File: src/core/fcb_pkg.sv
package fcb_pkg;

  // ==========================================================================
  // Instruction field positions.
  // ==========================================================================
  localparam int OPC_MSB    = 31;
  localparam int OPC_LSB    = 26;
  localparam int SUB_MSB    = 25;
  localparam int SUB_LSB    = 21;
  localparam int BCC_MSB    = 20;
  localparam int BCC_LSB    = 18;
  localparam int ND_BIT     = 17;
  localparam int TF_BIT     = 16;
  localparam int OFF_MSB    = 15;
  localparam int OFF_LSB    = 0;
  localparam int SRB_MSB    = 20;
  localparam int SRB_LSB    = 16;
  localparam int SRA_MSB    = 15;
  localparam int SRA_LSB    = 11;
  localparam int CCC_MSB    = 10;
  localparam int CCC_LSB    = 8;
  localparam int ZRO_MSB    = 7;
  localparam int ZRO_LSB    = 6;
  localparam int CLS_MSB    = 5;
  localparam int CLS_LSB    = 4;
  localparam int PRED_MSB   = 3;
  localparam int PRED_LSB   = 0;
  localparam int PRED_SIG   = 3;
  localparam int PRED_LT    = 2;
  localparam int PRED_EQ    = 1;
  localparam int PRED_UN    = 0;

  // ==========================================================================
  // Encodings and widths.
  // ==========================================================================
  localparam logic [5:0] FP_MAJOR_OPCODE = 6'h11;
  localparam logic [4:0] BC_SUB_OPCODE   = 5'h08;
  localparam logic [4:0] FMT_SINGLE      = 5'h10;
  localparam logic [4:0] FMT_DOUBLE      = 5'h11;
  localparam logic [1:0] CMP_CLASS       = 2'h3;
  localparam logic [1:0] ZERO_FIELD      = 2'h0;
  localparam logic [2:0] CC_ZERO         = 3'h0;
  localparam int         NUM_CC          = 8;
  localparam int         ADDR_W          = 32;
  localparam int         OFF_W           = 16;
  localparam int         OFF_SHIFT       = 2;
  localparam int         SEXT_W          = ADDR_W - OFF_W - OFF_SHIFT;
  localparam logic [31:0] SLOT_BYTES     = 32'h4;
  localparam logic [7:0] FCC_RESET       = 8'h00;

  // ==========================================================================
  // Operand layouts.
  // ==========================================================================
  localparam int DBL_SIGN   = 63;
  localparam int DBL_EXP_L  = 52;
  localparam int SGL_SIGN   = 31;
  localparam int SGL_EXP_L  = 23;
  localparam logic [10:0] DBL_EXP_ONES = 11'h7ff;
  localparam logic [7:0]  SGL_EXP_ONES = 8'hff;

  // ==========================================================================
  // Deferred trap timing.
  // ==========================================================================
  localparam logic [2:0] LATE_TRAP_CYCLES = 3'h2;

  typedef enum logic [0:0] {TRAP_IDLE, TRAP_WAIT} fcb_trap_state_t;

endpackage

File: src/core/fcb_top.sv
`timescale 1ns/1ps
`default_nettype none
module fcb_top (
  // Clock and reset.
  input  wire logic        sys_clk,
  input  wire logic        rst_n,
  // Configuration.
  input  wire logic        arch_extended,
  input  wire logic        fpu_enable,
  input  wire logic        precise_model,
  input  wire logic        invalid_enable,
  input  wire logic        invalid_flag_clear,
  // Issued instruction and operands.
  input  wire logic        instr_valid,
  input  wire logic [31:0] instr_word,
  input  wire logic [31:0] instr_pc,
  input  wire logic [63:0] operand_a,
  input  wire logic [63:0] operand_b,
  // Branch outcome.
  output logic             branch_redirect,
  output logic [31:0]      branch_target,
  output logic             nullify_delay_slot,
  // Exceptions and status.
  output logic             cop_unusable_exc,
  output logic             reserved_instr_exc,
  output logic             invalid_trap,
  output logic             invalid_trap_late,
  output logic             invalid_flag,
  output logic [7:0]       fp_condition_bits
);
  import fcb_pkg::*;

  // ==========================================================================
  // Decode.
  // ==========================================================================
  wire        is_fp       = instr_valid && (instr_word[OPC_MSB:OPC_LSB] == FP_MAJOR_OPCODE);
  wire [4:0]  sub_field   = instr_word[SUB_MSB:SUB_LSB];
  wire        is_branch   = is_fp && (sub_field == BC_SUB_OPCODE);
  wire        is_cmp      = is_fp && !is_branch &&
                            (instr_word[CLS_MSB:CLS_LSB] == CMP_CLASS);
  wire [2:0]  br_select   = instr_word[BCC_MSB:BCC_LSB];
  wire        nullify_flag   = instr_word[ND_BIT];
  wire        sense_polarity = instr_word[TF_BIT];
  wire [2:0]  cmp_select  = instr_word[CCC_MSB:CCC_LSB];
  wire [3:0]  pred_code   = instr_word[PRED_MSB:PRED_LSB];
  wire        fmt_ok      = (sub_field == FMT_SINGLE) || (sub_field == FMT_DOUBLE);
  wire        fmt_double  = (sub_field == FMT_DOUBLE);

  wire        br_bad      = !arch_extended && (br_select != CC_ZERO);
  wire        cmp_bad     = !fmt_ok || (instr_word[ZRO_MSB:ZRO_LSB] != ZERO_FIELD) ||
                            (!arch_extended && (cmp_select != CC_ZERO));
  wire        unusable    = (is_branch || is_cmp) && !fpu_enable;
  wire        reserved    = fpu_enable &&
                            ((is_branch && br_bad) || (is_cmp && cmp_bad));
  wire        br_ok       = fpu_enable && is_branch && !br_bad;
  wire        cmp_ok      = fpu_enable && is_cmp && !cmp_bad;

  // ==========================================================================
  // Branch.
  // ==========================================================================
  logic        legacy_cc_reg;
  logic [7:0]  fcc_reg;
  wire  [31:0] br_disp    = {{SEXT_W{instr_word[OFF_MSB]}}, instr_word[OFF_MSB:OFF_LSB],
                             {OFF_SHIFT{1'b0}}};
  wire  [31:0] br_target  = instr_pc + SLOT_BYTES + br_disp;
  // Legacy levels look at the code as it stood before the preceding instruction.
  wire         cond_bit   = arch_extended ? fcc_reg[br_select] :
                            legacy_cc_reg;
  wire         br_taken   = (cond_bit == sense_polarity);

  // ==========================================================================
  // Compare.
  // ==========================================================================
  logic rel_gt;
  logic rel_lt;
  logic rel_eq;
  logic rel_un;

  fcb_compare fcb_compare_inst (
    .operand_a (operand_a),
    .operand_b (operand_b),
    .is_double (fmt_double),
    .rel_gt    (rel_gt),
    .rel_lt    (rel_lt),
    .rel_eq    (rel_eq),
    .rel_un    (rel_un)
  );

  wire cmp_result  = (pred_code[PRED_UN] && rel_un) || (pred_code[PRED_EQ] && rel_eq) ||
                     (pred_code[PRED_LT] && rel_lt);
  wire inv_cond    = cmp_ok && pred_code[PRED_SIG] && rel_un;
  wire trap_now    = precise_model && inv_cond && invalid_enable;
  wire cc_write    = cmp_ok && !trap_now;
  wire flag_set    = precise_model && inv_cond;
  wire late_event  = !precise_model && inv_cond && invalid_enable;

  logic [7:0] fcc_next;
  genvar gi;
  generate
    for (gi = 0; gi < NUM_CC; gi++) begin : g_cc
      assign fcc_next[gi] = (cc_write && (cmp_select == 3'(gi))) ?
                            cmp_result : fcc_reg[gi];
    end
  endgenerate

  // Event set wins over the software clear.
  wire flag_next = flag_set || (invalid_flag && !invalid_flag_clear);

  // ==========================================================================
  // Deferred trap sequencer.
  // ==========================================================================
  fcb_trap_state_t trap_state_reg;
  fcb_trap_state_t trap_state_next;
  logic [2:0]      late_cnt_reg;
  logic [2:0]      late_cnt_next;
  logic            late_fire;

  always_comb begin
    trap_state_next = trap_state_reg;
    late_cnt_next   = late_cnt_reg;
    late_fire       = 1'b0;
    case (trap_state_reg)
      TRAP_IDLE: begin
        if (late_event) begin
          trap_state_next = TRAP_WAIT;
          late_cnt_next   = LATE_TRAP_CYCLES;
        end
      end
      TRAP_WAIT: begin
        if (late_cnt_reg == 3'h0) begin
          late_fire       = 1'b1;
          trap_state_next = TRAP_IDLE;
        end else begin
          late_cnt_next = late_cnt_reg - 3'h1;
        end
      end
      default: trap_state_next = TRAP_IDLE;
    endcase
  end

  // ==========================================================================
  // State and registered outputs.
  // ==========================================================================
  always_ff @(posedge sys_clk or negedge rst_n) begin
    if (!rst_n) begin
      fcc_reg        <= FCC_RESET;
      legacy_cc_reg  <= 1'b0;
      invalid_flag   <= 1'b0;
      trap_state_reg <= TRAP_IDLE;
      late_cnt_reg   <= 3'h0;
    end else begin
      fcc_reg        <= fcc_next;
      if (instr_valid) begin
        legacy_cc_reg <= fcc_reg[0];
      end
      invalid_flag   <= flag_next;
      trap_state_reg <= trap_state_next;
      late_cnt_reg   <= late_cnt_next;
    end
  end

  always_ff @(posedge sys_clk or negedge rst_n) begin
    if (!rst_n) begin
      branch_redirect    <= 1'b0;
      branch_target      <= 32'h0;
      nullify_delay_slot <= 1'b0;
      cop_unusable_exc   <= 1'b0;
      reserved_instr_exc <= 1'b0;
      invalid_trap       <= 1'b0;
      invalid_trap_late  <= 1'b0;
    end else begin
      branch_redirect    <= br_ok && br_taken;
      branch_target      <= br_ok ? br_target : branch_target;
      nullify_delay_slot <= br_ok && !br_taken && nullify_flag;
      cop_unusable_exc   <= unusable;
      reserved_instr_exc <= reserved;
      invalid_trap       <= trap_now;
      invalid_trap_late  <= late_fire;
    end
  end

  assign fp_condition_bits = fcc_reg;
endmodule // fcb_top
`default_nettype wire

File: src/core/fcb_compare.sv
`timescale 1ns/1ps
`default_nettype none
module fcb_compare (
  // Operands.
  input  wire logic [63:0] operand_a,
  input  wire logic [63:0] operand_b,
  input  wire logic        is_double,
  // Ordering relations, exactly one high.
  output logic             rel_gt,
  output logic             rel_lt,
  output logic             rel_eq,
  output logic             rel_un
);
  import fcb_pkg::*;

  logic        sign_a;
  logic        sign_b;
  logic [62:0] mag_a;
  logic [62:0] mag_b;
  logic        nan_a;
  logic        nan_b;
  logic        both_zero;
  logic        less_ord;

  // Single operands sit in the low word; magnitude is compared as an integer.
  assign sign_a = is_double ? operand_a[DBL_SIGN] : operand_a[SGL_SIGN];
  assign sign_b = is_double ? operand_b[DBL_SIGN] : operand_b[SGL_SIGN];
  assign mag_a  = is_double ? operand_a[62:0] : {32'h0, operand_a[30:0]};
  assign mag_b  = is_double ? operand_b[62:0] : {32'h0, operand_b[30:0]};
  assign nan_a  = is_double ?
                  (operand_a[62:DBL_EXP_L] == DBL_EXP_ONES) && (operand_a[51:0] != 52'h0) :
                  (operand_a[30:SGL_EXP_L] == SGL_EXP_ONES) && (operand_a[22:0] != 23'h0);
  assign nan_b  = is_double ?
                  (operand_b[62:DBL_EXP_L] == DBL_EXP_ONES) && (operand_b[51:0] != 52'h0) :
                  (operand_b[30:SGL_EXP_L] == SGL_EXP_ONES) && (operand_b[22:0] != 23'h0);
  assign both_zero = (mag_a == 63'h0) && (mag_b == 63'h0);
  assign less_ord  = (sign_a && !sign_b) ||
                     (!sign_a && !sign_b && (mag_a < mag_b)) ||
                     (sign_a && sign_b && (mag_a > mag_b));

  assign rel_un = nan_a || nan_b;
  assign rel_eq = !rel_un && (both_zero || ((mag_a == mag_b) && (sign_a == sign_b)));
  assign rel_lt = !rel_un && !rel_eq && less_ord;
  assign rel_gt = !rel_un && !rel_eq && !less_ord;

endmodule // fcb_compare
`default_nettype wire

File: config.mk
export PLATFORM = sky130hd
export DESIGN_NAME = fcb_top
export DESIGN_NICKNAME = d
export VERILOG_FILES = /design/src/core/fcb_pkg.sv /design/src/core/fcb_top.sv /design/src/core/fcb_compare.sv
export SDC_FILE = /design/constraint.sdc
export NUM_CORES = 1
export LEC_CHECK = 0
export ABC_AREA = 1
export BUFFER_PORTS_ARGS = -buffer_cell sky130_fd_sc_hd__buf_2
export CORE_MARGIN = 2
export CORE_UTILIZATION = 47
export DETAILED_ROUTE_END_ITERATION = 7
export PLACE_DENSITY = 0.79
export SLEW_MARGIN = 15
export SYNTH_ARGS = -nofsm -noshare
export SYNTH_HDL_FRONTEND = slang
export SYNTH_SLANG_ARGS = --single-unit
export TNS_END_PERCENT = 10
File: constraint.sdc
create_clock -name sys_clk -period 1.17 [get_ports sys_clk]
set_input_delay 0.2925 -clock sys_clk [delete_from_list [all_inputs] [get_ports sys_clk]]
set_output_delay 0.2925 -clock sys_clk [all_outputs]
set_load 0.01 [all_outputs]
* Word-level counts from Yosys, hierarchy flattened *
Index checks and enable logic that the tools add are counted.

word-level totals
  bits in read-only memories = 0
  memories kept = 0
  RAM bits = 0
  logic and storage cells = 152
  bits in latches = 0
  output and inout bits = 47
  register bits after elaboration = 52

cells by class
  order comparisons = 3
  equality and inequality tests = 21
  reduce and logical (&&, ||, !) cells = 88
  add/subtract/negate cells = 3
  div/mod/pow operators = 0
  bitwise operators = 1
  $mul = 0
  shifts and indexed selects = 0
  muxes and demuxes = 17

operators with widths
  cell                     count
  $logic_not A63 Y1        2
  $mux W63                 2
  $reduce_bool A52 Y1      2
  $eq A63 B63 Y1           1
  $gt A63 B63 Y1           1
  $lt A63 B63 Y1           1
  $logic_and A1 B1 Y1      50
  $reduce_bool A23 Y1      2
  $add A32 B3 Y32 const B  1
  $add A32 B32 Y32         1
  $eq A11 B11 Y1 const B   2
  $eq A8 B8 Y1 const B     2
  $logic_not A1 Y1         14
  $eq A3 B3 Y1 const B     4
  $logic_or A1 B1 Y1       12
  $eq A5 B5 Y1 const B     2
  $mux W1                  10
  $eq A3 B2 Y1 const B     2
  $eq A6 B5 Y1 const B     1
  $logic_not A3 Y1         2
  $mux W3                  2
  $pmux W3 S2              1
  $reduce_bool A3 Y1       2
  $eq A5 B4 Y1 const B     1
  other kinds (11)         13

* Longest topological paths before layout *
Gate-level depths: netlist of run 1.

  word-level depth = 15
  depth in mapped cells = 24
  depth with buffers taken out = 22

* Modules after synthesis *
A second synthesis of run 1 with hierarchy kept.

unflattened totals
  cells, all modules = 1226
  area total of the unflattened synthesis = 7549.7 sq um

by module, submodules not included
  module       sequential area each (sq um)  area each (sq um)  times used  cells each
  fcb_top      1301.2                        4451.8             1           635
  fcb_compare  0.0                           3098.0             1           591

* Worst setup path after synthesis of run 1 *
OpenSTA, ideal clock, no wires.

  kind = input to register
  start point = input port instr_word[23]
  end point = register fcc_reg[0] (netlist: fp_condition_bits[0])
  library setup time = 0.116 ns
  setup slack = -1.365 ns
  stages = 19
  arrival = 2.418 ns
  cells stage by stage = nor2_4 nand3_4 inv_2 buf_4 clkbuf_1 nand2_1 ha_1 nand2_1 nor2_1 nand3_1 nor2_1 and3_1 nand2_1 nand3_1 nand3_1 nand2_1 nand2_4 nand2_1 nand2_1

on the way
  word-level cells in the longest chain between the ends = 14
  elaborated cells on any way between the ends = 56
  classes of those cells = order compare (2); eq/ne (5); mux (6); reduce/logical (43)

RTL lines
  item                                                                     line            text
  start, declared                                                          fcb_top.sv:15   input wire logic [31:0] instr_word,
  parallel branches: the longest is 14 deep, another holds $lt A63 B63 Y1  --
  end signal, assigned                                                     fcb_top.sv:152  fcc_reg <= fcc_next;
  end, declared                                                            fcb_top.sv:62   logic [7:0] fcc_reg;

Parallel ways; which one is timed is not known.
A chain may end at the register's enable or synchronous reset.

* Worst setup path in the final report of run 1 *
  start point = input port instr_word[23]
  end point = register fcc_reg[2] (netlist: fp_condition_bits[2])

The elaborated chain is that of the path after synthesis.

==> results of run 1 <==
[per-stage QoR]
stage          setup slack, ns  cell area [um2]   util  std cells  total power [mW]
2_1_floorplan            -1.13             7270      -       1139              3.27
3_3_place_gp             -1.39            10100  0.672       1750              4.81
3_5_place_dp             -1.44            10100  0.672       1750              4.87
4_1_cts                  -1.06            11200  0.747       1768              7.04
5_1_grt                  -1.31            11600  0.773       1770              7.97
6_report                 -1.16            11600  0.773       1771              7.64
[cell type report]
| class | instances | share of cell area |
|---|---|---|
| Tap cell | 188 | 0.0202 |
| Clock inverter | 3 | 0.00226 |
| Inverter | 161 | 0.0531 |
| Antenna cell | 2 | 0.000431 |
| Clock buffer | 5 | 0.0108 |
| Sequential cell | 52 | 0.112 |
| Multi-Input combinational cell | 912 | 0.547 |
| Timing Repair Buffer | 448 | 0.254 |
[power by group]
| group | internal, mW | switching (mW) |
|---|---|---|
| Clock | 0.813 | 0.813 |
| Sequential | 1.80 | 0.00284 |
| Combinational | 2.01 | 2.21 |
| Total | 4.62 | 3.02 |
[cell families after synthesis]
kind of cell    share of synthesized area
buf+inv                            0.0935
flops                               0.182
xor+xnor                           0.0184
fa+ha+maj                           0.221
compound gates                      0.120
simple gates                        0.365
[worst max-delay path by stage]
stage | startpoint | end | cells past startpoint
3_5_place_dp | instr_word[23] | fp_condition_bits[0] | 20
5_1_grt | instr_word[23] | fp_condition_bits[2] | 18
3_3_place_gp | instr_word[23] | fp_condition_bits[2] | 18
4_1_cts | instr_word[24] | fp_condition_bits[5] | 20
2_1_floorplan | instr_word[23] | fp_condition_bits[2] | 19
6_report | instr_word[23] | fp_condition_bits[2] | 24
[layer usage]
metal,vias up,global-route usage
li1,4579,-
met4,0,0.191
met3,195,0.0595
met1,4492,0.397
met5,-,0
met2,639,0.648
[synthesized netlist by cell type, types with 5 or more instances]
library cell and count:
a21o_1 6, a21oi_1 72, clkbuf_1 9, dfrtp_1 52
ha_1 125, inv_1 157, nand2_1 300, nand3_1 54
nand3b_1 5, nand4_1 21, nor2_1 193, nor3_1 17
o21ai_0 54, xnor2_1 9, xor2_1 6
[timing repair]
item                                    in CTS  in global routing
pin swaps                                   39                 22
gates resized for setup                    152                 88
hold endpoints to repair                    32                  0
endpoints found under the setup margin      57                 64
hold buffers                                 1                  0
buffers inserted                             9                  1
[critical path: cells and delay by family]
kind | cells | cell delay (ns)
AND/OR/NAND/NOR | 18 | 1.41
buffers and inverters | 4 | 0.46
adder cells (fa/ha/maj) | 1 | 0.23
AO/OA/AOI/OAI | 1 | 0.13
==> flow_summary.yaml, run 1 <==
sta:
  setup_tns_ns: -33.95
  setup_slack_ns: -1.16
  fin_hold_ws_ns: 0.158
  period_share: 1.99
  rsz0062_at_grt: "yes"
  finalSetupViolCount: 63
  hold_viol_final: 0
  fmaxAchievable_mhz: 430
  clock_skew_ns: 0.00323
  period_minus_slack_ns: 2.33
  tightest_slew_ns: 0.454
  maxSlewViolCount: 0
  maxSlewHeadroom: 0.694
clocking:
  root_buffer: "clkbuf_16"
  htreeDepth: 2
  cts_buffer_depth: 2
  cts_buffers: 5
  cts.sinks: 52
  insertion_delay_ns: 0.30
  cts_tree: "done"
  cts.clk_slew.worst_paths_ns: 0.08
detailed_routing:
  via_count: 9905
  top_layer_used: "met4"
  drtIter0Drc: 754
  met3_length_um: 3040
  first_pass_iters: 7
  totalWireLength_um: 32000
  wl_met2_um: 15500
  wl_per_cell_um: 18.1
  wl_met1_um: 11400
  avgViaCountPerCell: 5.59
  final_antenna_net_count: 0
  remaining_drc_errors: 0
global_routing:
  grt_overflow_total: 0
  grt_pass1_vias: 9644
  antenna_found_initial: 1
  grt_usage: 0.357
  grt_max_degree: 53
  grt_first_pass_wirelength_um: 46500
cells_and_area:
  drive_gt1_frac: 0.407
  syn_to_final_growth_pct: 62.4
  final_common_cell: "nand2_1"
  multi_input_area_mm2: 0.00636
  n_fill_cell: 1035
  mostFrequentLayoutCells: "nand2_1 (269), buf_2 (231), buf_4 (183)"
  seq_area_mm2: 0.00130
  largest_register_ffs: 32
  final_nets: 1906
synth:
  synth_cell_type_count: 48
  synth_area_leaders: "ha_1 (22%), dfrtp_1 (18%), nand2_1 (16%)"
  synth_area_mm2: 0.00716
  syn_avg_cell_area_um2: 6.28
  yosys_warnings: 0
  yosys_register_bits: 52
  synth.largest_area_cell: "ha_1"
  postSynth.asyncResetShare: 1.00
  synth.top_cell.area_share: 0.218
  synth_flop_cell: "dfrtp_1"
  postSynthCellCount: 1139
  synth_nets: 1465
  synth_edf_count: 0
  ys_seq_area_frac: 0.182
worst_hold_path:
  hold_path_startpoint: "invalid_flag_clear"
  holdPathEnd: "invalid_flag"
  hold_class: "in -> reg"
  hold_depth: 2
pwr:
  p_leak_nw: 6.26
  power.density_mw_per_mm2: 658
  ir_worst_vdd_v: 0.000679
status:
  status: "finished with violations"
  violations: "negative setup slack"
placed_design:
  place_hpwl_um: 21200
  gp_congestion: 0.958
  io_buffers: 246
setup_path:
  r2r_end: "branch_redirect"
  cpPeakStageDelay_ns: 0.23
  path_cells: "buf_6, nor2_4, nand3_4, inv_8, buf_6, buf_4, nand2_1, ha_4, nand2_1, nand2_1, nand2_1, nand2_1, nand2_1, nand2_1, nand2_1, nand2_1, a21oi_2, nand2_1, nand2_1, nand3_1, nand2_2, nand2_4, nand2_2, nand2_1"
  critical_path.endpoint_type: "flip-flop"
  reg2reg_depth: 10
  startpoint_type: "input port"
  cp_slowest_cell: "ha_4"
  cp.required_ns: 1.37
  path_class: "in -> reg"
  cp_max_fo: 8
  reg2reg_from: "fp_condition_bits[1]"
  r2r_slack_ns: -0.32
  crit_arrival_ns: 2.52
  path_common_cell: "nand2_1"
run:
  cap_viol_max_count: 0
floorplan:
  fp-row-count: 45
  die_y_um: 127
  io_pins: 247
  core_area_mm2: 0.0150
  die_w_um: 127
  start_util: 0.476
  die_area_mm2: 0.0162
Note: power is estimated with default switching activity, not from simulation.
==> run 2, diff against run 1 <==
--- a/config.mk
+++ b/config.mk
@@ -6,11 +6,11 @@
 export NUM_CORES = 1
 export LEC_CHECK = 0
 export ABC_AREA = 1
-export BUFFER_PORTS_ARGS = -buffer_cell sky130_fd_sc_hd__buf_2
 export CORE_MARGIN = 2
-export CORE_UTILIZATION = 47
+export CORE_UTILIZATION = 50
 export DETAILED_ROUTE_END_ITERATION = 7
-export PLACE_DENSITY = 0.79
+export DONT_BUFFER_PORTS = 1
+export PLACE_DENSITY = 0.68
 export SLEW_MARGIN = 15
 export SYNTH_ARGS = -nofsm -noshare
 export SYNTH_HDL_FRONTEND = slang
==> flow_summary.yaml, run 2 (synthesis results as in run 1) <==
sta:
  tightest_slew_ns: 0.349
  maxSlewHeadroom: 0.765
  period_share: 1.96
  hold_viol_final: 52
  rsz0062_at_grt: "yes"
  fin_hold_ws_ns: -0.309
  clock_skew_ns: 0.00152
  maxSlewViolCount: 0
  finalSetupViolCount: 43
  fmaxAchievable_mhz: 436
  setup_slack_ns: -1.12
  period_minus_slack_ns: 2.29
cells_and_area:
  fin_area_mm2: 0.00962
  syn_to_final_growth_pct: 34.5
  fin_util: 0.691
  final_common_cell: "nand2_1"
  mostFrequentLayoutCells: "nand2_1 (269), nor2_1 (166), inv_1 (153)"
  final_nets: 1609
  insertedDiodeCount: 0
  largest_register_ffs: 32
  drive_gt1_frac: 0.248
setup_path:
  path_cells: "nor2_4, nand3_4, buf_4, buf_6, nor2_2, ha_1, nand2_1, nand2_1, nand2_1, nand2_1, nand2_1, nand2_1, nand2_1, nand2_1, a21oi_2, nand2_1, nand2_1, nand3_2, nand2_4, nand2_8, nand2_2, nand2_1"
  cpPeakStageDelay_ns: 0.25
  reg2reg_from: "fp_condition_bits[1]"
  cp_max_fo: 12
  path_common_cell: "nand2_1"
  cp_top_family: "simple AND/OR/NAND/NOR gates"
  worst-path-buf-inv: 2
  cp_slowest_cell: "ha_1"
  cp.required_ns: 1.35
  critical_path.endpoint_type: "flip-flop"
  reg2reg_depth: 9
  startpoint_type: "input port"
  r2r_slack_ns: -0.20
  crit_arrival_ns: 2.48
  r2r_end: "branch_redirect"
  path_class: "in -> reg"
pwr:
  power.density_mw_per_mm2: 650
  p_leak_nw: 5.01
  ir_worst_vdd_v: 0.000561
  total_power_mw: 6.26
floorplan:
  core_area_mm2: 0.0139
  die_area_mm2: 0.0153
  die_y_um: 124
  io_pins: 247
  fp-row-count: 43
  start_util: 0.514
  die_w_um: 124
clocking:
  cts.clk_slew.worst_paths_ns: 0.07
  htreeDepth: 2
  cts_buffers: 5
  cts_buffer_depth: 2
  cts_tree: "done"
  root_buffer: "clkbuf_16"
  insertion_delay_ns: 0.29
  cts.sinks: 52
detailed_routing:
  totalWireLength_um: 22600
  final_antenna_net_count: 0
  remaining_drc_errors: 0
  avgViaCountPerCell: 5.30
  first_pass_iters: 5
  drtIter0Drc: 418
  via_count: 7763
  wl_per_cell_um: 15.5
global_routing:
  grt_first_pass_wirelength_um: 34300
  grt_overflow_total: 0
  antenna_found_initial: 0
  grt_pass1_vias: 7381
  grt_max_degree: 53
  grt_usage: 0.280
status:
  violations: "negative hold slack, negative setup slack"
  status: "finished with violations"
placed_design:
  place_hpwl_um: 17900
  gp_congestion: 0.916
  place_area_mm2: 0.00848
  dp_slack_ns: -1.44
  io_buffers: 0
worst_hold_path:
  hold_class: "in -> async"
run:
  cap_viol_max_count: 0
[run 2: changes by cell type in the layout (fill, tap and decap cells not counted), moves of 6 or more]
cell / previous run / this run
ha_4: 53 / 33
buf_4: 183 / 135
buf_6: 28 / 8
buf_2: 231 / 0
nand2_2: 29 / 23
ha_1: 71 / 91
[run 2: metrics by stage]
step	instances	TNS (ns)	hold slack [ns]
final	1464	-26.64	-0.309
after global routing	1464	-31.11	-0.322
after CTS	1463	-25.82	-0.314
after detailed placement	1446	-45.44	-0.00204
after global placement	1446	-43.74	-0.00197
after floorplan	1139	-31.94	-0.00309
[run 2: repair_timing]
item | in CTS | in global routing
setup buffers | 9 | 1
pin swaps | 42 | 40
gates cloned | 1 | 1
setup endpoints to repair | 48 | 49
endpoints found under the hold margin | 52 | 52
resized for setup | 118 | 73
[run 2: report_power, final]
part	leakage [nW]	switching [mW]	total (mW)	internal, mW
clock network	0.0701	0.690	1.55	0.855
registers	0.727	0.00485	1.80	1.80
logic	4.21	1.47	2.91	1.44
[run 2: layout make-up]
class	count	area (um2)
Clock buffer	7	143
Clock inverter	1	7.51
Fill cell	1230	4310
Inverter	161	619
Multi-Input combinational cell	912	6070
Sequential cell	52	1300
Tap cell	180	225
Timing Repair Buffer	151	1260
[run 2: worst max path at each step]
stage | start | cells after the start | endpoint
after floorplan | instr_word[23] | 19 | fp_condition_bits[2]
after global placement | instr_word[23] | 20 | fp_condition_bits[2]
after detailed placement | instr_word[23] | 19 | fp_condition_bits[2]
after CTS | instr_word[25] | 21 | fp_condition_bits[5]
after global routing | instr_word[22] | 18 | fp_condition_bits[7]
final | instr_word[22] | 22 | fp_condition_bits[5]
[run 2: per-layer routing]
| metal | up-vias | wire, um | track usage |
|---|---|---|---|
| li1 | 3976 | - | - |
| met1 | 3502 | 10400 | 0.379 |
| met2 | 249 | 10300 | 0.464 |
| met3 | 36 | 1590 | 0.0527 |
| met4 | 0 | 426 | 0.0582 |
| met5 | - | 0 | 0 |
==> run 3, diff against run 2 <==
--- a/config.mk
+++ b/config.mk
@@ -10,7 +10,6 @@
 export CORE_UTILIZATION = 50
 export DETAILED_ROUTE_END_ITERATION = 7
 export DONT_BUFFER_PORTS = 1
-export PLACE_DENSITY = 0.68
 export SLEW_MARGIN = 15
 export SYNTH_ARGS = -nofsm -noshare
 export SYNTH_HDL_FRONTEND = slang
==> constraint.sdc (replaced) <==
create_clock -name sys_clk -period 2.5 [get_ports sys_clk]
set_input_delay 0.625 -clock sys_clk [delete_from_list [all_inputs] [get_ports sys_clk]]
set_output_delay 0.625 -clock sys_clk [all_outputs]
set_load 0.01 [all_outputs]
==> flow_summary.yaml, run 3 (synthesis results as in run 1) <==
status:
  status: "finished clean"
clocking:
  insertion_delay_ns: 0.30
  cts_tree: "done"
  htreeDepth: 2
  cts.sinks: 52
  cts.clk_slew.worst_paths_ns: 0.07
  cts_buffers: 5
  cts_buffer_depth: 2
  root_buffer: "clkbuf_16"
setup_path:
  path_class: "in -> reg"
  cp.required_ns: 2.69
  cp_slowest_cell: "ha_4"
  cpPeakStageDelay_ns: 0.27
  r2r_slack_ns: 1.02
  reg2reg_from: "fp_condition_bits[1]"
  r2r_end: "branch_redirect"
  reg2reg_depth: 9
  cp_max_fo: 8
  path_cells: "inv_2, nor2_4, nand3_4, inv_6, buf_6, nand2_2, ha_4, nand2_2, nor2_4, nand4_1, nor2_2, and3_1, nand2_1, nand3_1, nand3_1, nand2_2, nand2_4, nand2_1, nand2_1"
  crit_arrival_ns: 2.67
  cp_top_family: "simple AND/OR/NAND/NOR gates"
  critical_path.endpoint_type: "flip-flop"
  startpoint_type: "input port"
  worst-path-buf-inv: 3
placed_design:
  place_hpwl_um: 17500
  gp_congestion: 0.911
  io_buffers: 0
  dp_slack_ns: -0.371
  place_area_mm2: 0.00784
  dp_cells: 1370
sta:
  period_share: 0.992
  maxSlewHeadroom: 0.670
  hold_viol_final: 0
  period_minus_slack_ns: 2.48
  tightest_slew_ns: 0.489
  clock_skew_ns: 0.00582
  setup_slack_ns: 0.0212
  rsz0062_at_grt: "yes"
  fmaxAchievable_mhz: 403
  maxSlewViolCount: 0
  finalSetupViolCount: 0
global_routing:
  grt_overflow_total: 0
  use_met1: 0.374
  grt_max_degree: 53
  top_usage_layer: "met2"
  grt_use_met2: 0.417
  grt_pass1_vias: 6664
  grt_usage: 0.264
  antenna_found_initial: 0
  grt_first_pass_wirelength_um: 31900
  use_met3: 0.0591
detailed_routing:
  drtIter0Drc: 379
  wl_per_cell_um: 14.8
  via_count: 7173
  final_antenna_net_count: 0
  remaining_drc_errors: 0
  first_pass_iters: 5
  avgViaCountPerCell: 5.19
  totalWireLength_um: 20500
cells_and_area:
  n_fill_cell: 1447
  final_nets: 1526
  insertedDiodeCount: 0
  seq_area_mm2: 0.00130
  multi_input_area_mm2: 0.00546
  mostFrequentLayoutCells: "nand2_1 (286), nor2_1 (179), inv_1 (157)"
  final_common_cell: "nand2_1"
  drive_gt1_frac: 0.127
  final-instance-count-excl-fill: 1381
  syn_to_final_growth_pct: 16.3
  largest_register_ffs: 32
  fin_area_mm2: 0.00832
  fin_util: 0.597
pwr:
  p_clk_frac: 0.293
  swShare: 0.331
  power.density_mw_per_mm2: 323
  p_leak_nw: 4.45
  ir_worst_vdd_v: 0.000366
  pwr-share-comb: 0.393
  total_power_mw: 2.69
  power_switching_mw: 0.891
  intPower_mw: 1.80
  p_seq_frac: 0.314
floorplan:
  io_pins: 247
  die_w_um: 124
  fp-row-count: 43
  die_y_um: 124
  start_util: 0.514
  die_area_mm2: 0.0153
  core_area_mm2: 0.0139
worst_hold_path:
  hold_class: "in -> async"
run:
  cap_viol_max_count: 0
[run 3: worst max-delay path by stage]
stage                   startpoint              endpoint  slack (ns)  cells past startpoint
global placement    instr_word[23]  fp_condition_bits[1]       -0.33                     17
detailed placement  instr_word[23]  fp_condition_bits[7]       -0.37                     17
floorplan           instr_word[23]  fp_condition_bits[0]       -0.13                     19
finish              instr_word[25]  fp_condition_bits[3]        0.02                     19
CTS                 instr_word[23]  fp_condition_bits[5]     -0.0003                     19
global route        instr_word[25]  fp_condition_bits[5]       -0.24                     18
[run 3: worst register-to-register path: stages, from the launching register on]
cell and delay, ns:
dfrtp_1 0.43, nor2_1 0.12, nor2_1 0.04, o21ai_0 0.05
o21ai_0 0.09, o221ai_1 0.16, o21ai_0 0.14, xnor2_1 0.24
inv_1 0.07, nor2_1 0.08
[run 3: power by group through the flow]
stage	clock (mW)	combinational, mW	sequential (mW)
5_1_grt	0.836	1.21	0.845
2_1_floorplan	0	0.668	0.861
6_report	0.788	1.06	0.845
4_1_cts	0.803	1.02	0.845
3_3_place_gp	0	0.995	0.861
3_5_place_dp	0	1.00	0.861
[run 3: final cells by class]
| class | instances | area share |
|---|---|---|
| multi-input combinational | 912 | 0.656 |
| sequential | 52 | 0.156 |
| inverter | 161 | 0.0732 |
| timing repair buffer | 68 | 0.0678 |
| tap | 180 | 0.0271 |
| clock buffer | 6 | 0.0155 |
| clock inverter | 2 | 0.00421 |
[run 3: through the flow]
stage / hold WS [ns] / setup TNS, ns
floorplan: 0.329 / -1.24
global placement: 0.331 / -5.20
detailed placement: 0.331 / -5.95
CTS: 0.0124 / -0.000313
global route: 0.00184 / -1.89
finish: 0.0149 / 0
[run 3: metal layers]
layer / routed length, um / part of all wire / up-vias
li1: - / - / 3807
met1: 9870 / 0.48 / 3136
met2: 8800 / 0.43 / 215
met3: 1610 / 0.079 / 15
met4: 199 / 0.0097 / 0
met5: 0 / 0 / -
[run 3: what timing repair did]
item | 4_1_cts | 5_1_grt
hold buffers | 0 | 0
endpoints found under the setup margin | 8 | 18
resized for setup | 9 | 52
cloned | 0 | 1
pin swaps | 7 | 17
setup buffers | 2 | 0
